## src/dce_pkg.sv

```systemverilog
// Constants and types of the DMA checksum engine.
// Assumes a 16-bit register offset space decoded from haddr[15:0].
`default_nettype none
package dce_pkg;
  // Register base offsets
  localparam logic [15:0] DCE_OFF_GCTL  = 16'h3000;
  localparam logic [15:0] DCE_OFF_STAT  = 16'h3010;
  localparam logic [15:0] DCE_OFF_EADDR = 16'h3020;
  localparam logic [15:0] DCE_OFF_CCTL  = 16'h3030;
  localparam logic [15:0] DCE_OFF_CDATA = 16'h3040;
  localparam logic [15:0] DCE_OFF_CXOR  = 16'h3050;
  // Alias offsets within a register slot
  localparam logic [3:0]  DCE_ALIAS_NONE = 4'h0;
  localparam logic [3:0]  DCE_ALIAS_CLR  = 4'h4;
  localparam logic [3:0]  DCE_ALIAS_SET  = 4'h8;
  localparam logic [3:0]  DCE_ALIAS_INV  = 4'hC;
  // Writable bits and reset value
  localparam logic [31:0] DCE_GCTL_WMASK = 32'h0000_9000;
  localparam logic [31:0] DCE_CCTL_WMASK = 32'h3900_1FE7;
  localparam logic [31:0] DCE_FULL_MASK  = 32'hFFFF_FFFF;
  localparam logic [31:0] DCE_REG_RESET  = 32'h0000_0000;
  // Field positions
  localparam int DCE_GCTL_ON    = 15;
  localparam int DCE_GCTL_SUSP  = 12;
  localparam int DCE_GCTL_BUSY  = 11;
  localparam int DCE_STAT_DIR   = 3;
  localparam int DCE_STAT_CH_LO = 0;
  localparam int DCE_CCTL_BORD  = 28;
  localparam int DCE_CCTL_WRORD = 27;
  localparam int DCE_CCTL_BREV  = 24;
  localparam int DCE_CCTL_POLY  = 8;
  localparam int DCE_CCTL_EN    = 7;
  localparam int DCE_CCTL_APP   = 6;
  localparam int DCE_CCTL_TYP   = 5;
  localparam int DCE_CCTL_CH    = 0;
  // Byte order encodings
  localparam logic [1:0]  DCE_BORD_NONE = 2'h0;
  localparam logic [1:0]  DCE_BORD_REV  = 2'h1;
  localparam logic [1:0]  DCE_BORD_HSW  = 2'h2;
  localparam logic [1:0]  DCE_BORD_BSW  = 2'h3;
  // AHB codes
  localparam logic [2:0]  DCE_HSIZE_WORD = 3'h2;
  localparam logic        DCE_HRESP_OKAY = 1'b0;
  // Stream and buffer shape
  localparam int DCE_DATA_W     = 32;
  localparam int DCE_CH_W       = 3;
  localparam int DCE_WORD_W     = 36;
  localparam int DCE_FIFO_DEPTH = 4;
  typedef enum logic [1:0] {
    DCE_ST_RUN  = 2'b01,
    DCE_ST_EMIT = 2'b10
  } dce_state_t;
endpackage : dce_pkg
`default_nettype wire

```

## src/dce_stream_if.sv

```systemverilog
// Valid/ready stream carrier between the engine and its buffer.
// Assumes both ends share one clock.
`timescale 1ns/10ps
`default_nettype none
interface dce_stream_if #(parameter int W = 36);
  logic         valid;
  logic         ready;
  logic [W-1:0] data;
  modport src (output valid, output data, input ready);
  modport snk (input valid, input data, output ready);
endinterface : dce_stream_if
`default_nettype wire

```

## src/dce_fifo.sv

```systemverilog
// Word FIFO with registered ready and valid.
// Assumes one clock; ready only depends on the stored count.
`timescale 1ns/10ps
`default_nettype none
module dce_fifo #(
  parameter int W     = 36,
  parameter int DEPTH = 4
) (
  input wire logic   clk,
  input wire logic   rstn,
  dce_stream_if.snk  wr,
  dce_stream_if.src  rd
);
  localparam int PW = (DEPTH > 1) ? $clog2(DEPTH) : 1;
  localparam int CW = $clog2(DEPTH + 1);
  localparam logic [PW-1:0] LAST_PTR = PW'(DEPTH - 1);
  localparam logic [CW-1:0] FULL_CNT = CW'(DEPTH);

  logic [W-1:0]  mem [DEPTH];
  logic [PW-1:0] wp_r;
  logic [PW-1:0] rp_r;
  logic [CW-1:0] cnt_r;
  logic [CW-1:0] cnt_nxt;
  logic          ready_r;
  logic          valid_r;
  logic          push;
  logic          pop;

  assign push     = wr.valid && ready_r;
  assign pop      = rd.ready && valid_r;
  assign wr.ready = ready_r;
  assign rd.valid = valid_r;
  assign rd.data  = mem[rp_r];

  always_comb begin
    cnt_nxt = cnt_r;
    if (push && !pop) begin
      cnt_nxt = cnt_r + CW'(1);
    end else if (pop && !push) begin
      cnt_nxt = cnt_r - CW'(1);
    end
  end

  always_ff @(posedge clk or negedge rstn) begin
    if (!rstn) begin
      cnt_r   <= '0;
      ready_r <= 1'b1;
      valid_r <= 1'b0;
    end else begin
      cnt_r   <= cnt_nxt;
      ready_r <= (cnt_nxt != FULL_CNT);
      valid_r <= (cnt_nxt != '0);
    end
  end

  always_ff @(posedge clk or negedge rstn) begin
    if (!rstn) begin
      wp_r <= '0;
      rp_r <= '0;
    end else begin
      if (push) begin
        wp_r <= (wp_r == LAST_PTR) ? '0 : wp_r + PW'(1);
      end
      if (pop) begin
        rp_r <= (rp_r == LAST_PTR) ? '0 : rp_r + PW'(1);
      end
    end
  end

  always_ff @(posedge clk) begin
    if (push) begin
      mem[wp_r] <= wr.data;
    end
  end
endmodule : dce_fifo
`default_nettype wire

```

## src/dce_engine.sv

```systemverilog
// DMA checksum engine: AHB-Lite registers, input FIFO, checksum datapath.
// Assumes the DMA presents one channel word per beat, its last flag,
// and the start address of the selected channel's destination.
//
// The AHB-Lite register port is this design's own decision.
`timescale 1ns/10ps
`default_nettype none
module dce_engine
  import dce_pkg::*;
(
  input  wire logic        hclk,
  input  wire logic        hresetn,
  input  wire logic        hsel,
  input  wire logic [31:0] haddr,
  input  wire logic [1:0]  htrans,
  input  wire logic        hwrite,
  input  wire logic [2:0]  hsize,
  input  wire logic [31:0] hwdata,
  input  wire logic        hready,
  output logic             hreadyout,
  output logic             hresp,
  output logic      [31:0] hrdata,
  input  wire logic        src_valid,
  output logic             src_ready,
  input  wire logic [31:0] src_data,
  input  wire logic [2:0]  src_chan,
  input  wire logic        src_last,
  input  wire logic [31:0] dst_start_addr,
  output logic             dst_valid,
  input  wire logic        dst_ready,
  output logic      [31:0] dst_data,
  output logic      [31:0] dst_addr,
  output logic             dst_is_sum,
  output logic      [2:0]  dst_chan,
  output logic             dst_last,
  input  wire logic        err_valid,
  input  wire logic        err_write,
  input  wire logic [2:0]  err_chan,
  input  wire logic [31:0] err_addr
);

  dce_stream_if #(.W(DCE_WORD_W)) in_if ();
  dce_stream_if #(.W(DCE_WORD_W)) out_if ();

  logic [31:0] gctl_r;
  logic [31:0] stat_r;
  logic [31:0] eaddr_r;
  logic [31:0] cctl_r;
  logic [31:0] sum_r;
  logic [31:0] xor_r;
  logic        busy_r;
  logic        hready_r;
  logic        rd_pend_r;
  logic        wr_pend_r;
  logic [15:0] acc_off_r;
  logic [31:0] hrdata_r;
  dce_state_t  st_r;
  logic        dv_r;
  logic [31:0] dd_r;
  logic [31:0] da_r;
  logic        ds_r;
  logic [2:0]  dc_r;
  logic        dl_r;

  // Bus access decode
  logic        acc;
  logic [15:0] base_off;
  logic [3:0]  alias_off;
  logic [31:0] cctl_nxt;
  logic [31:0] rd_mux;

  assign acc       = hsel && htrans[1] && hready;
  assign base_off  = {acc_off_r[15:4], 4'h0};
  assign alias_off = acc_off_r[3:0];

  function automatic logic [31:0] alias_wr(input logic [31:0] old,
                                           input logic [31:0] wd,
                                           input logic [3:0]  al,
                                           input logic [31:0] msk);
    logic [31:0] b;
    b = wd & msk;
    unique case (al)
      DCE_ALIAS_CLR: alias_wr = old & ~b;
      DCE_ALIAS_SET: alias_wr = old | b;
      DCE_ALIAS_INV: alias_wr = old ^ b;
      default:       alias_wr = (old & ~msk) | b;
    endcase
  endfunction : alias_wr

  function automatic logic [31:0] byte_order(input logic [31:0] d,
                                             input logic [1:0]  bo);
    unique case (bo)
      DCE_BORD_REV: byte_order = {d[7:0], d[15:8], d[23:16], d[31:24]};
      DCE_BORD_HSW: byte_order = {d[15:0], d[31:16]};
      DCE_BORD_BSW: byte_order = {d[23:16], d[31:24], d[7:0], d[15:8]};
      default:      byte_order = d;
    endcase
  endfunction : byte_order

  // Bit-serial Galois LFSR over one word, MSB first
  function automatic logic [31:0] lfsr_word(input logic [31:0] crc,
                                            input logic [31:0] d,
                                            input logic [31:0] taps,
                                            input logic [4:0]  polynomial_length_field);
    logic [31:0] c;
    logic [31:0] m;
    logic        fb;
    c  = crc;
    fb = 1'b0;
    m  = (polynomial_length_field == 5'd31) ? DCE_FULL_MASK
                         : ((32'h0000_0001 << (polynomial_length_field + 5'd1)) - 32'h1);
    for (int i = 31; i >= 0; i--) begin
      fb = c[polynomial_length_field] ^ d[i];
      c  = c << 1;
      if (fb) begin
        c = c ^ taps;
      end
      c = c & m;
    end
    lfsr_word = c;
  endfunction : lfsr_word

  // Ones-complement accumulate of two halfwords
  function automatic logic [31:0] ip_word(input logic [31:0] acc_v,
                                          input logic [31:0] d);
    logic [17:0] s;
    s = {2'b00, acc_v[15:0]} + {2'b00, d[31:16]} + {2'b00, d[15:0]};
    s = {2'b00, s[15:0]} + {16'h0000, s[17:16]};
    s = {2'b00, s[15:0]} + {16'h0000, s[17:16]};
    ip_word = {16'h0000, s[15:0]};
  endfunction : ip_word

  always_comb begin
    cctl_nxt = alias_wr(cctl_r, hwdata, alias_off, DCE_CCTL_WMASK);
    if (cctl_nxt[DCE_CCTL_WRORD]) begin
      cctl_nxt[DCE_CCTL_APP] = 1'b0;
    end
  end

  always_comb begin
    rd_mux = DCE_REG_RESET;
    if (alias_off == DCE_ALIAS_NONE) begin
      unique case (base_off)
        DCE_OFF_GCTL:  rd_mux = gctl_r | (32'(busy_r) << DCE_GCTL_BUSY);
        DCE_OFF_STAT:  rd_mux = stat_r;
        DCE_OFF_EADDR: rd_mux = eaddr_r;
        DCE_OFF_CCTL:  rd_mux = cctl_r;
        DCE_OFF_CDATA: rd_mux = sum_r;
        DCE_OFF_CXOR:  rd_mux = xor_r;
        default:       rd_mux = DCE_REG_RESET;
      endcase
    end
  end

  // AHB-Lite slave: zero-wait writes, one wait state on reads
  always_ff @(posedge hclk or negedge hresetn) begin
    if (!hresetn) begin
      hready_r  <= 1'b1;
      rd_pend_r <= 1'b0;
      wr_pend_r <= 1'b0;
      acc_off_r <= '0;
      hrdata_r  <= DCE_REG_RESET;
    end else begin
      wr_pend_r <= acc && hwrite && (hsize == DCE_HSIZE_WORD);
      if (acc) begin
        acc_off_r <= haddr[15:0];
      end
      if (acc && !hwrite) begin
        rd_pend_r <= 1'b1;
        hready_r  <= 1'b0;
      end else if (rd_pend_r) begin
        rd_pend_r <= 1'b0;
        hready_r  <= 1'b1;
        hrdata_r  <= rd_mux;
      end
    end
  end

  logic wr_gctl;
  logic wr_cctl;
  logic wr_cdata;
  logic wr_cxor;
  assign wr_gctl  = wr_pend_r && (base_off == DCE_OFF_GCTL);
  assign wr_cctl  = wr_pend_r && (base_off == DCE_OFF_CCTL);
  assign wr_cdata = wr_pend_r && (base_off == DCE_OFF_CDATA);
  assign wr_cxor  = wr_pend_r && (base_off == DCE_OFF_CXOR);

  always_ff @(posedge hclk or negedge hresetn) begin
    if (!hresetn) begin
      gctl_r <= DCE_REG_RESET;
      cctl_r <= DCE_REG_RESET;
      xor_r  <= DCE_REG_RESET;
    end else begin
      if (wr_gctl) begin
        gctl_r <= alias_wr(gctl_r, hwdata, alias_off, DCE_GCTL_WMASK);
      end
      if (wr_cctl) begin
        cctl_r <= cctl_nxt;
      end
      if (wr_cxor) begin
        xor_r <= alias_wr(xor_r, hwdata, alias_off, DCE_FULL_MASK);
      end
    end
  end

  // Error capture from the transfer engine
  always_ff @(posedge hclk or negedge hresetn) begin
    if (!hresetn) begin
      stat_r  <= DCE_REG_RESET;
      eaddr_r <= DCE_REG_RESET;
    end else if (err_valid) begin
      stat_r  <= (32'(err_write) << DCE_STAT_DIR)
               | (32'(err_chan) << DCE_STAT_CH_LO);
      eaddr_r <= err_addr;
    end
  end

  // Input buffer
  assign in_if.valid = src_valid;
  assign in_if.data  = {src_last, src_chan, src_data};
  assign src_ready   = in_if.ready;

  dce_fifo #(.W(DCE_WORD_W), .DEPTH(DCE_FIFO_DEPTH)) u_fifo (
    .clk  (hclk),
    .rstn (hresetn),
    .wr   (in_if.snk),
    .rd   (out_if.src)
  );

  // Drain stage
  logic        run;
  logic        out_free;
  logic        drain;
  logic        w_last;
  logic [2:0]  w_ch;
  logic [31:0] w_data;
  logic        sel;
  logic        app;
  logic [31:0] crc_in;
  logic [31:0] sum_upd;
  logic [31:0] fwd_data;
  logic [31:0] result;

  assign run      = gctl_r[DCE_GCTL_ON] && !gctl_r[DCE_GCTL_SUSP];
  assign out_free = !dv_r || dst_ready;
  assign out_if.ready = (st_r == DCE_ST_RUN) && run && out_free;
  assign drain    = out_if.ready && out_if.valid;
  assign {w_last, w_ch, w_data} = out_if.data;
  assign sel      = cctl_r[DCE_CCTL_EN]
                  && (w_ch == cctl_r[DCE_CCTL_CH +: DCE_CH_W]);
  assign app      = cctl_r[DCE_CCTL_APP];

  always_comb begin
    crc_in = byte_order(w_data, cctl_r[DCE_CCTL_BORD +: 2]);
    if (cctl_r[DCE_CCTL_BREV]) begin
      crc_in = {<<{crc_in}};
    end
    if (cctl_r[DCE_CCTL_TYP]) begin
      sum_upd = ip_word(sum_r, crc_in);
    end else begin
      sum_upd = lfsr_word(sum_r, crc_in, xor_r,
                          cctl_r[DCE_CCTL_POLY +: 5]);
    end
  end

  assign fwd_data = cctl_r[DCE_CCTL_WRORD]
                  ? byte_order(w_data, DCE_BORD_REV) : w_data;
  assign result   = cctl_r[DCE_CCTL_TYP] ? {16'h0000, ~sum_r[15:0]} : sum_r;

  // Running checksum; engine update wins over a bus write
  always_ff @(posedge hclk or negedge hresetn) begin
    if (!hresetn) begin
      sum_r <= DCE_REG_RESET;
    end else if (drain && sel) begin
      sum_r <= sum_upd;
    end else if (wr_cdata) begin
      sum_r <= alias_wr(sum_r, hwdata, alias_off, DCE_FULL_MASK);
    end
  end

  always_ff @(posedge hclk or negedge hresetn) begin
    if (!hresetn) begin
      st_r <= DCE_ST_RUN;
    end else begin
      unique case (st_r)
        DCE_ST_RUN: begin
          if (drain && sel && app && w_last) begin
            st_r <= DCE_ST_EMIT;
          end
        end
        DCE_ST_EMIT: begin
          if (out_free) begin
            st_r <= DCE_ST_RUN;
          end
        end
        default: st_r <= DCE_ST_RUN;
      endcase
    end
  end

  always_ff @(posedge hclk or negedge hresetn) begin
    if (!hresetn) begin
      dv_r <= 1'b0;
      dd_r <= '0;
      da_r <= '0;
      ds_r <= 1'b0;
      dc_r <= '0;
      dl_r <= 1'b0;
    end else if ((st_r == DCE_ST_EMIT) && out_free) begin
      dv_r <= 1'b1;
      dd_r <= result;
      da_r <= dst_start_addr;
      ds_r <= 1'b1;
      dc_r <= cctl_r[DCE_CCTL_CH +: DCE_CH_W];
      dl_r <= 1'b1;
    end else if (drain && !(sel && app)) begin
      dv_r <= 1'b1;
      dd_r <= sel ? fwd_data : w_data;
      da_r <= '0;
      ds_r <= 1'b0;
      dc_r <= w_ch;
      dl_r <= w_last;
    end else if (dst_ready) begin
      dv_r <= 1'b0;
    end
  end

  always_ff @(posedge hclk or negedge hresetn) begin
    if (!hresetn) begin
      busy_r <= 1'b0;
    end else begin
      busy_r <= out_if.valid || dv_r || (st_r == DCE_ST_EMIT);
    end
  end

  assign hreadyout  = hready_r;
  assign hresp      = DCE_HRESP_OKAY;
  assign hrdata     = hrdata_r;
  assign dst_valid  = dv_r;
  assign dst_data   = dd_r;
  assign dst_addr   = da_r;
  assign dst_is_sum = ds_r;
  assign dst_chan   = dc_r;
  assign dst_last   = dl_r;
endmodule : dce_engine
`default_nettype wire

```

## config.mk

```make
export PLATFORM = sky130hd
export DESIGN_NAME = dce_engine
export DESIGN_NICKNAME = d
export VERILOG_FILES = /design/src/dce_pkg.sv /design/src/dce_stream_if.sv /design/src/dce_fifo.sv /design/src/dce_engine.sv
export SDC_FILE = /design/constraint.sdc
export NUM_CORES = 2
export LEC_CHECK = 0
export BUFFER_PORTS_ARGS = -buffer_cell sky130_fd_sc_hd__buf_2
export CAP_MARGIN = 15
export CORE_AREA = 2 2 336 338
export CTS_CLUSTER_SIZE = 24
export DETAILED_ROUTE_END_ITERATION = 12
export DIE_AREA = 0 0 338 340
export HOLD_SLACK_MARGIN = 0.08
export PLACE_DENSITY = 0.8
export SYNTH_ARGS = -nofsm -noshare
export SYNTH_HDL_FRONTEND = slang
export SYNTH_SLANG_ARGS = --single-unit
```

## constraint.sdc

```tcl
create_clock -name hclk -period 120.7 [get_ports hclk]
set_clock_uncertainty 0.05 [all_clocks]
set_input_delay 6.035 -clock hclk [delete_from_list [all_inputs] [get_ports hclk]]
set_output_delay 6.035 -clock hclk [all_outputs]
set_load 0.1 [all_outputs]
```

==> results of run 1 <==
==> Yosys cell counts (33+ instances only) <==
cell / number
o31ai_1: 63
and3_1: 63
nor4_1: 94
xnor2_1: 627
o2111ai_1: 50
mux2_2: 66
mux2i_1: 320
dfrtp_1: 294
nand3_1: 154
nand4_1: 71
o211ai_1: 127
a221oi_1: 118
a21o_1: 47
nand2_1: 1395
o21ai_1: 78
o22ai_1: 35
or4_1: 38
mux4_2: 49
a21oi_1: 380
buf_4: 115
o21ai_0: 558
or2_2: 55
inv_1: 151
clkbuf_8: 231
o21a_1: 33
nor3_2: 48
o221ai_1: 34
buf_2: 109
or3_1: 36
nor2_1: 1238
ha_1: 195
and2_1: 76
edfxtp_1: 144
xor2_1: 266
a311oi_1: 56
a222oi_1: 33
a31oi_1: 173
buf_6: 154
clkbuf_1: 221
nor3_1: 256
a211oi_1: 70
==> cells by family after synthesis <==
kind of cell	count (synthesis)
DFF	441
muxes	461
AOI/OAI and AO/OA	2499
buffers and inverters	1096
xor gates and xnor gates	906
adders and majority gates	213
and+or+nand+nor	3785
other	1
==> stage by stage <==
stage	utilization, %	cell area (µm²)	hold slack, ps	worst slack (ps)	instances
after floorplan	-	72050	378.0	72750	9402
after global placement	63.31	70640	314.0	45060	10640
after detailed placement	63.32	70650	315.3	44450	10640
after CTS	64.53	72000	330.9	44220	10710
==> metal layers <==
layer | track usage (%) | GRT overflow
met2 | 91.86 | 10
met1 | 84.56 | 0
met4 | 76.37 | 4
met5 | 45.26 | 0
met3 | 70.07 | 1
==> results.py, run 1 <==
metrics = {
    "synth": {
        "synth_top_family_by_area": "compound AO/OA/AOI/OAI gates",
        "synth_adder_area_share_pct": 3.887,
        "syn_area_um2": 72050,
        "synth_cell_type_count": 181,
        "ys_warn_count": 0,
        "syn_inst": 9402,
        "synth-edff-count": 144,
        "async_flop_share_pct": 67.35,
        "synth.mux.area_fraction_pct": 7.504,
        "synthXorXnorAreaFrac_pct": 11.18,
        "ys_top_cells_by_area": "dfrtp_1 (10%), xnor2_1 (7.6%), nand2_1 (7.3%)",
        "synth-compound-area-share_pct": 25.04,
        "synth_flop_cell": "dfrtp_1",
        "synth-simple-area-share_pct": 24.06,
        "ys_seq_area_share_pct": 16.32,
        "yosysTopAreaCellShare_pct": 10.21,
        "ys_ff_latch": 441,
        "yosysTopAreaCell": "dfrtp_1",
        "synth.net_count": 9796,
        "syn_area_per_cell_um2": 7.663,
    },
    "floorplanning": {
        "dieWidth_um": 338,
        "ioPinCount": 286,
        "start_util_pct": 64.57,
        "die_h_um": 340,
        "rows": 123,
    },
    "global_route": {
        "grt_remaining_overflow": 15,
        "antenna_found_initial": 82,
        "grt_start_max_net_pins": 103,
        "grt.total_usage_pct": 81.31,
    },
    "clock_tree": {
        "clk_path_buf_depth": 3,
        "cts.sinks": 441,
        "htreeDepth": 2,
        "root_buffer": "clkbuf_16",
        "ctsHoldBuffers": 0,
        "cts_setup_buffers": 0,
        "cts-resized-gates": 0,
        "cts_made_buffers": 38,
    },
    "place": {
        "port_buffers": 267,
        "place_hpwl_mm": 278.7,
        "routabilityCongestion": 1.123,
    },
    "outcome": {
        "haltStage": "global routing (5_1_grt)",
        "run_status": "did not finish",
        "first-error": "[ERROR GRT-0232] Routing congestion too high. Check the congestion heatmap in the GUI.",
    },
}
==> run 2: changes to the inputs <==
--- a/config.mk
+++ b/config.mk
@@ -7,12 +7,10 @@
 export LEC_CHECK = 0
 export BUFFER_PORTS_ARGS = -buffer_cell sky130_fd_sc_hd__buf_2
 export CAP_MARGIN = 15
-export CORE_AREA = 2 2 336 338
-export CTS_CLUSTER_SIZE = 24
+export CORE_AREA = 2 2 428 430
 export DETAILED_ROUTE_END_ITERATION = 12
-export DIE_AREA = 0 0 338 340
-export HOLD_SLACK_MARGIN = 0.08
-export PLACE_DENSITY = 0.8
+export DIE_AREA = 0 0 430 432
+export PLACE_DENSITY_LB_ADDON = 0.15
 export SYNTH_ARGS = -nofsm -noshare
 export SYNTH_HDL_FRONTEND = slang
 export SYNTH_SLANG_ARGS = --single-unit
==> run 2 against run 1 <==
  * The run now ends clean
  * Synthesized area unchanged
  * Synthesized cell count unchanged
==> results.py, run 2 <==
metrics = {
    "outcome": {
        "run_status": "completed",
    },
    "critical_path": {
        "endpoint_kind": "flop",
        "path_max_fanout": 61,
        "crit_top_cell": "buf_4",
        "arrival_ps": 81260,
        "setup.worst_path.start_class": "flop",
        "critPathMaxStageDelay_ps": 1000,
        "critical_path_class": "reg2reg",
        "timing.rr.start": "cctl_r[10]$_DFFE_PN0P_",
        "worst_ep_required_time_ps": 121110,
        "ff2ff_path_depth": 215,
        "crit_slowest_cell": "mux2i_2",
        "startpoint": "cctl_r[10]$_DFFE_PN0P_",
    },
    "floorplanning": {
        "dieArea_um2": 185800,
        "die_h_um": 432,
        "core_area_um2": 181700,
        "rows": 157,
        "ioPinCount": 286,
        "start_util_pct": 39.65,
        "dieWidth_um": 430,
    },
    "clock_tree": {
        "ctsHoldBuffers": 0,
        "clk_path_buf_depth": 3,
        "htreeDepth": 2,
        "clk_latency_ps": 650,
        "clk_pin_slew_worst_paths_ps": 70,
        "cts.sinks": 441,
        "cts_tree": "done",
        "cts_made_buffers": 45,
        "root_buffer": "clkbuf_16",
        "cts-resized-gates": 0,
        "cts_setup_buffers": 0,
    },
    "finish": {
        "final_area_um2": 73840,
        "final_common_cell": "nand2_1",
        "drive_above_1_share_pct": 16.43,
        "syn2layout_area_growth_pct": 2.497,
        "layout_common_cells": "nand2_1 (1392), nor2_1 (1202), xnor2_1 (623), o21ai_0 (555), buf_4 (444)",
        "nets": 9636,
        "largest-register": "u_fifo.mem",
        "largest_register_ffs": 144,
    },
    "synth": {
        "yosysTopAreaCell": "dfrtp_1",
        "ys_seq_area_share_pct": 16.32,
        "synth_most_common_cell": "nand2_1",
        "synth-compound-area-share_pct": 25.04,
        "synth.mux.area_fraction_pct": 7.504,
        "synth.net_count": 9796,
        "synth-simple-area-share_pct": 24.06,
        "synth_flop_cell": "dfrtp_1",
        "yosysTopAreaCellShare_pct": 10.21,
        "syn_inst": 9402,
        "syn_area_um2": 72050,
        "synth_adder_area_share_pct": 3.887,
        "async_flop_share_pct": 67.35,
        "synth-edff-count": 144,
        "synthXorXnorAreaFrac_pct": 11.18,
        "ys_warn_count": 0,
        "syn_area_per_cell_um2": 7.663,
        "ys_top_cells_by_area": "dfrtp_1 (10%), xnor2_1 (7.6%), nand2_1 (7.3%)",
        "synth_cell_type_count": 181,
        "synth_top_family_by_area": "compound AO/OA/AOI/OAI gates",
        "ys_ff_latch": 441,
        "netlist_top_cells_count": "nand2_1 (1395), nor2_1 (1238), xnor2_1 (627)",
    },
    "global_route": {
        "grt_pass1_wl_mm": 576.7,
        "grt.total_usage_pct": 43.36,
        "grt.busiest_layer": "met2",
        "use_met3_pct": 11.02,
        "grt_remaining_overflow": 0,
        "grt_start_max_net_pins": 138,
        "antenna_found_initial": 37,
        "globalRouteMet1Util_pct": 53.53,
        "use_met2_pct": 63.89,
        "grt_pass1_vias": 72820,
    },
    "worst_hold_path": {
        "min-delay-start": "gctl_r[17]$_DFFE_PN0P_",
        "holdPathStages": 0,
        "min_path_type": "reg2reg",
    },
    "timing": {
        "rsz0062_at_grt": "false",
        "max_freq_ghz": 0.01237,
        "final_max_slew_viol_count": 0,
        "max_slew_margin_pct": 8.615,
        "hold_viol": 0,
        "setup_viol": 0,
        "finalCritPeriodShare_pct": 66.98,
        "tightest_slew_ps": 1366,
        "fin_setup_tns_ps": 0,
        "min_period_ps": 80850,
    },
    "place": {
        "place_area_um2": 72260,
        "routabilityCongestion": 1.058,
        "port_buffers": 267,
        "place_hpwl_mm": 319.3,
    },
    "detailed_routing": {
        "viasPerCell": 6.707,
        "drt_iter0_drc": 10040,
        "routed_wl_mm": 418.2,
        "dr.pass1.iters": 6,
        "ant_nets": 0,
        "vias": 78360,
        "wl_per_cell_um": 35.80,
        "drcViolationCount": 0,
    },
    "flow_run": {
        "cap_violations": 0,
    },
}
-- run 2: cell type report --
| class | count | area, µm² |
|---|---|---|
| Timing Repair Buffer | 714 | 4726 |
| Antenna cell | 21 | 52.55 |
| Sequential cell | 441 | 11810 |
| Tap cell | 2385 | 2984 |
| Multi-Input combinational cell | 7865 | 52090 |
| Inverter | 175 | 671.9 |
| Clock inverter | 23 | 270.3 |
| Fill cell | 18830 | 107900 |
| Clock buffer | 59 | 1239 |
-- run 2: logic make-up (layout without fill, tap and decap cells) --
group | Yosys count | count (layout)
compound gates | 2499 | 2499
xor+xnor | 906 | 906
fa+ha+maj | 213 | 213
buf+inv | 1096 | 971
flops | 441 | 441
mux | 461 | 461
other cells | 1 | 22
simple gates | 3785 | 3785
-- run 2: final timing paths --
check / slack (ps) / end
min in group asynchronous: 5430 / eaddr_r[17]$_DFFE_PN0P_
worst max-delay path: 39850 / sum_r[6]$_DFFE_PN0P_
worst min-delay path: 330 / gctl_r[17]$_DFFE_PN0P_
worst min register to register: 330 / gctl_r[17]$_DFFE_PN0P_
max in group asynchronous: 112860 / xor_r[23]$_DFFE_PN0P_
worst max register to register: 39850 / sum_r[6]$_DFFE_PN0P_
-- run 2: critical path: cells and delay by family, from the launching register on --
| kind | cells | cell delay (ps) |
|---|---|---|
| xor+xnor | 18 | 4950 |
| mux | 7 | 2890 |
| fa+ha+maj | 2 | 480 |
| flops | 1 | 830 |
| simple gates | 60 | 23460 |
| compound gates | 95 | 35250 |
| buf+inv | 33 | 11610 |
-- run 2: layer usage --
layer	vias up	wire length, µm
met1	37940	158900
met3	1416	46010
met5	-	134
met2	5447	172700
met4	22	40490
li1	33530	-
-- run 2: per-stage QoR --
stage | util [%] | std cells | hold WS [ps] | setup WS [ps]
floorplan | - | 9402 | 378.0 | 72750
global placement | 39.77 | 11580 | 313.9 | 43310
detailed placement | 39.77 | 11580 | 314.6 | 43020
CTS | 40.60 | 11660 | 329.1 | 42880
global route | 40.61 | 11660 | 336.5 | 40400
finish | 40.64 | 11680 | 325.9 | 39850
Power of run 2 is left out: the tool's default activity adds up to more than one toggle a clock period on the data nets, which glitch-free logic cannot reach.
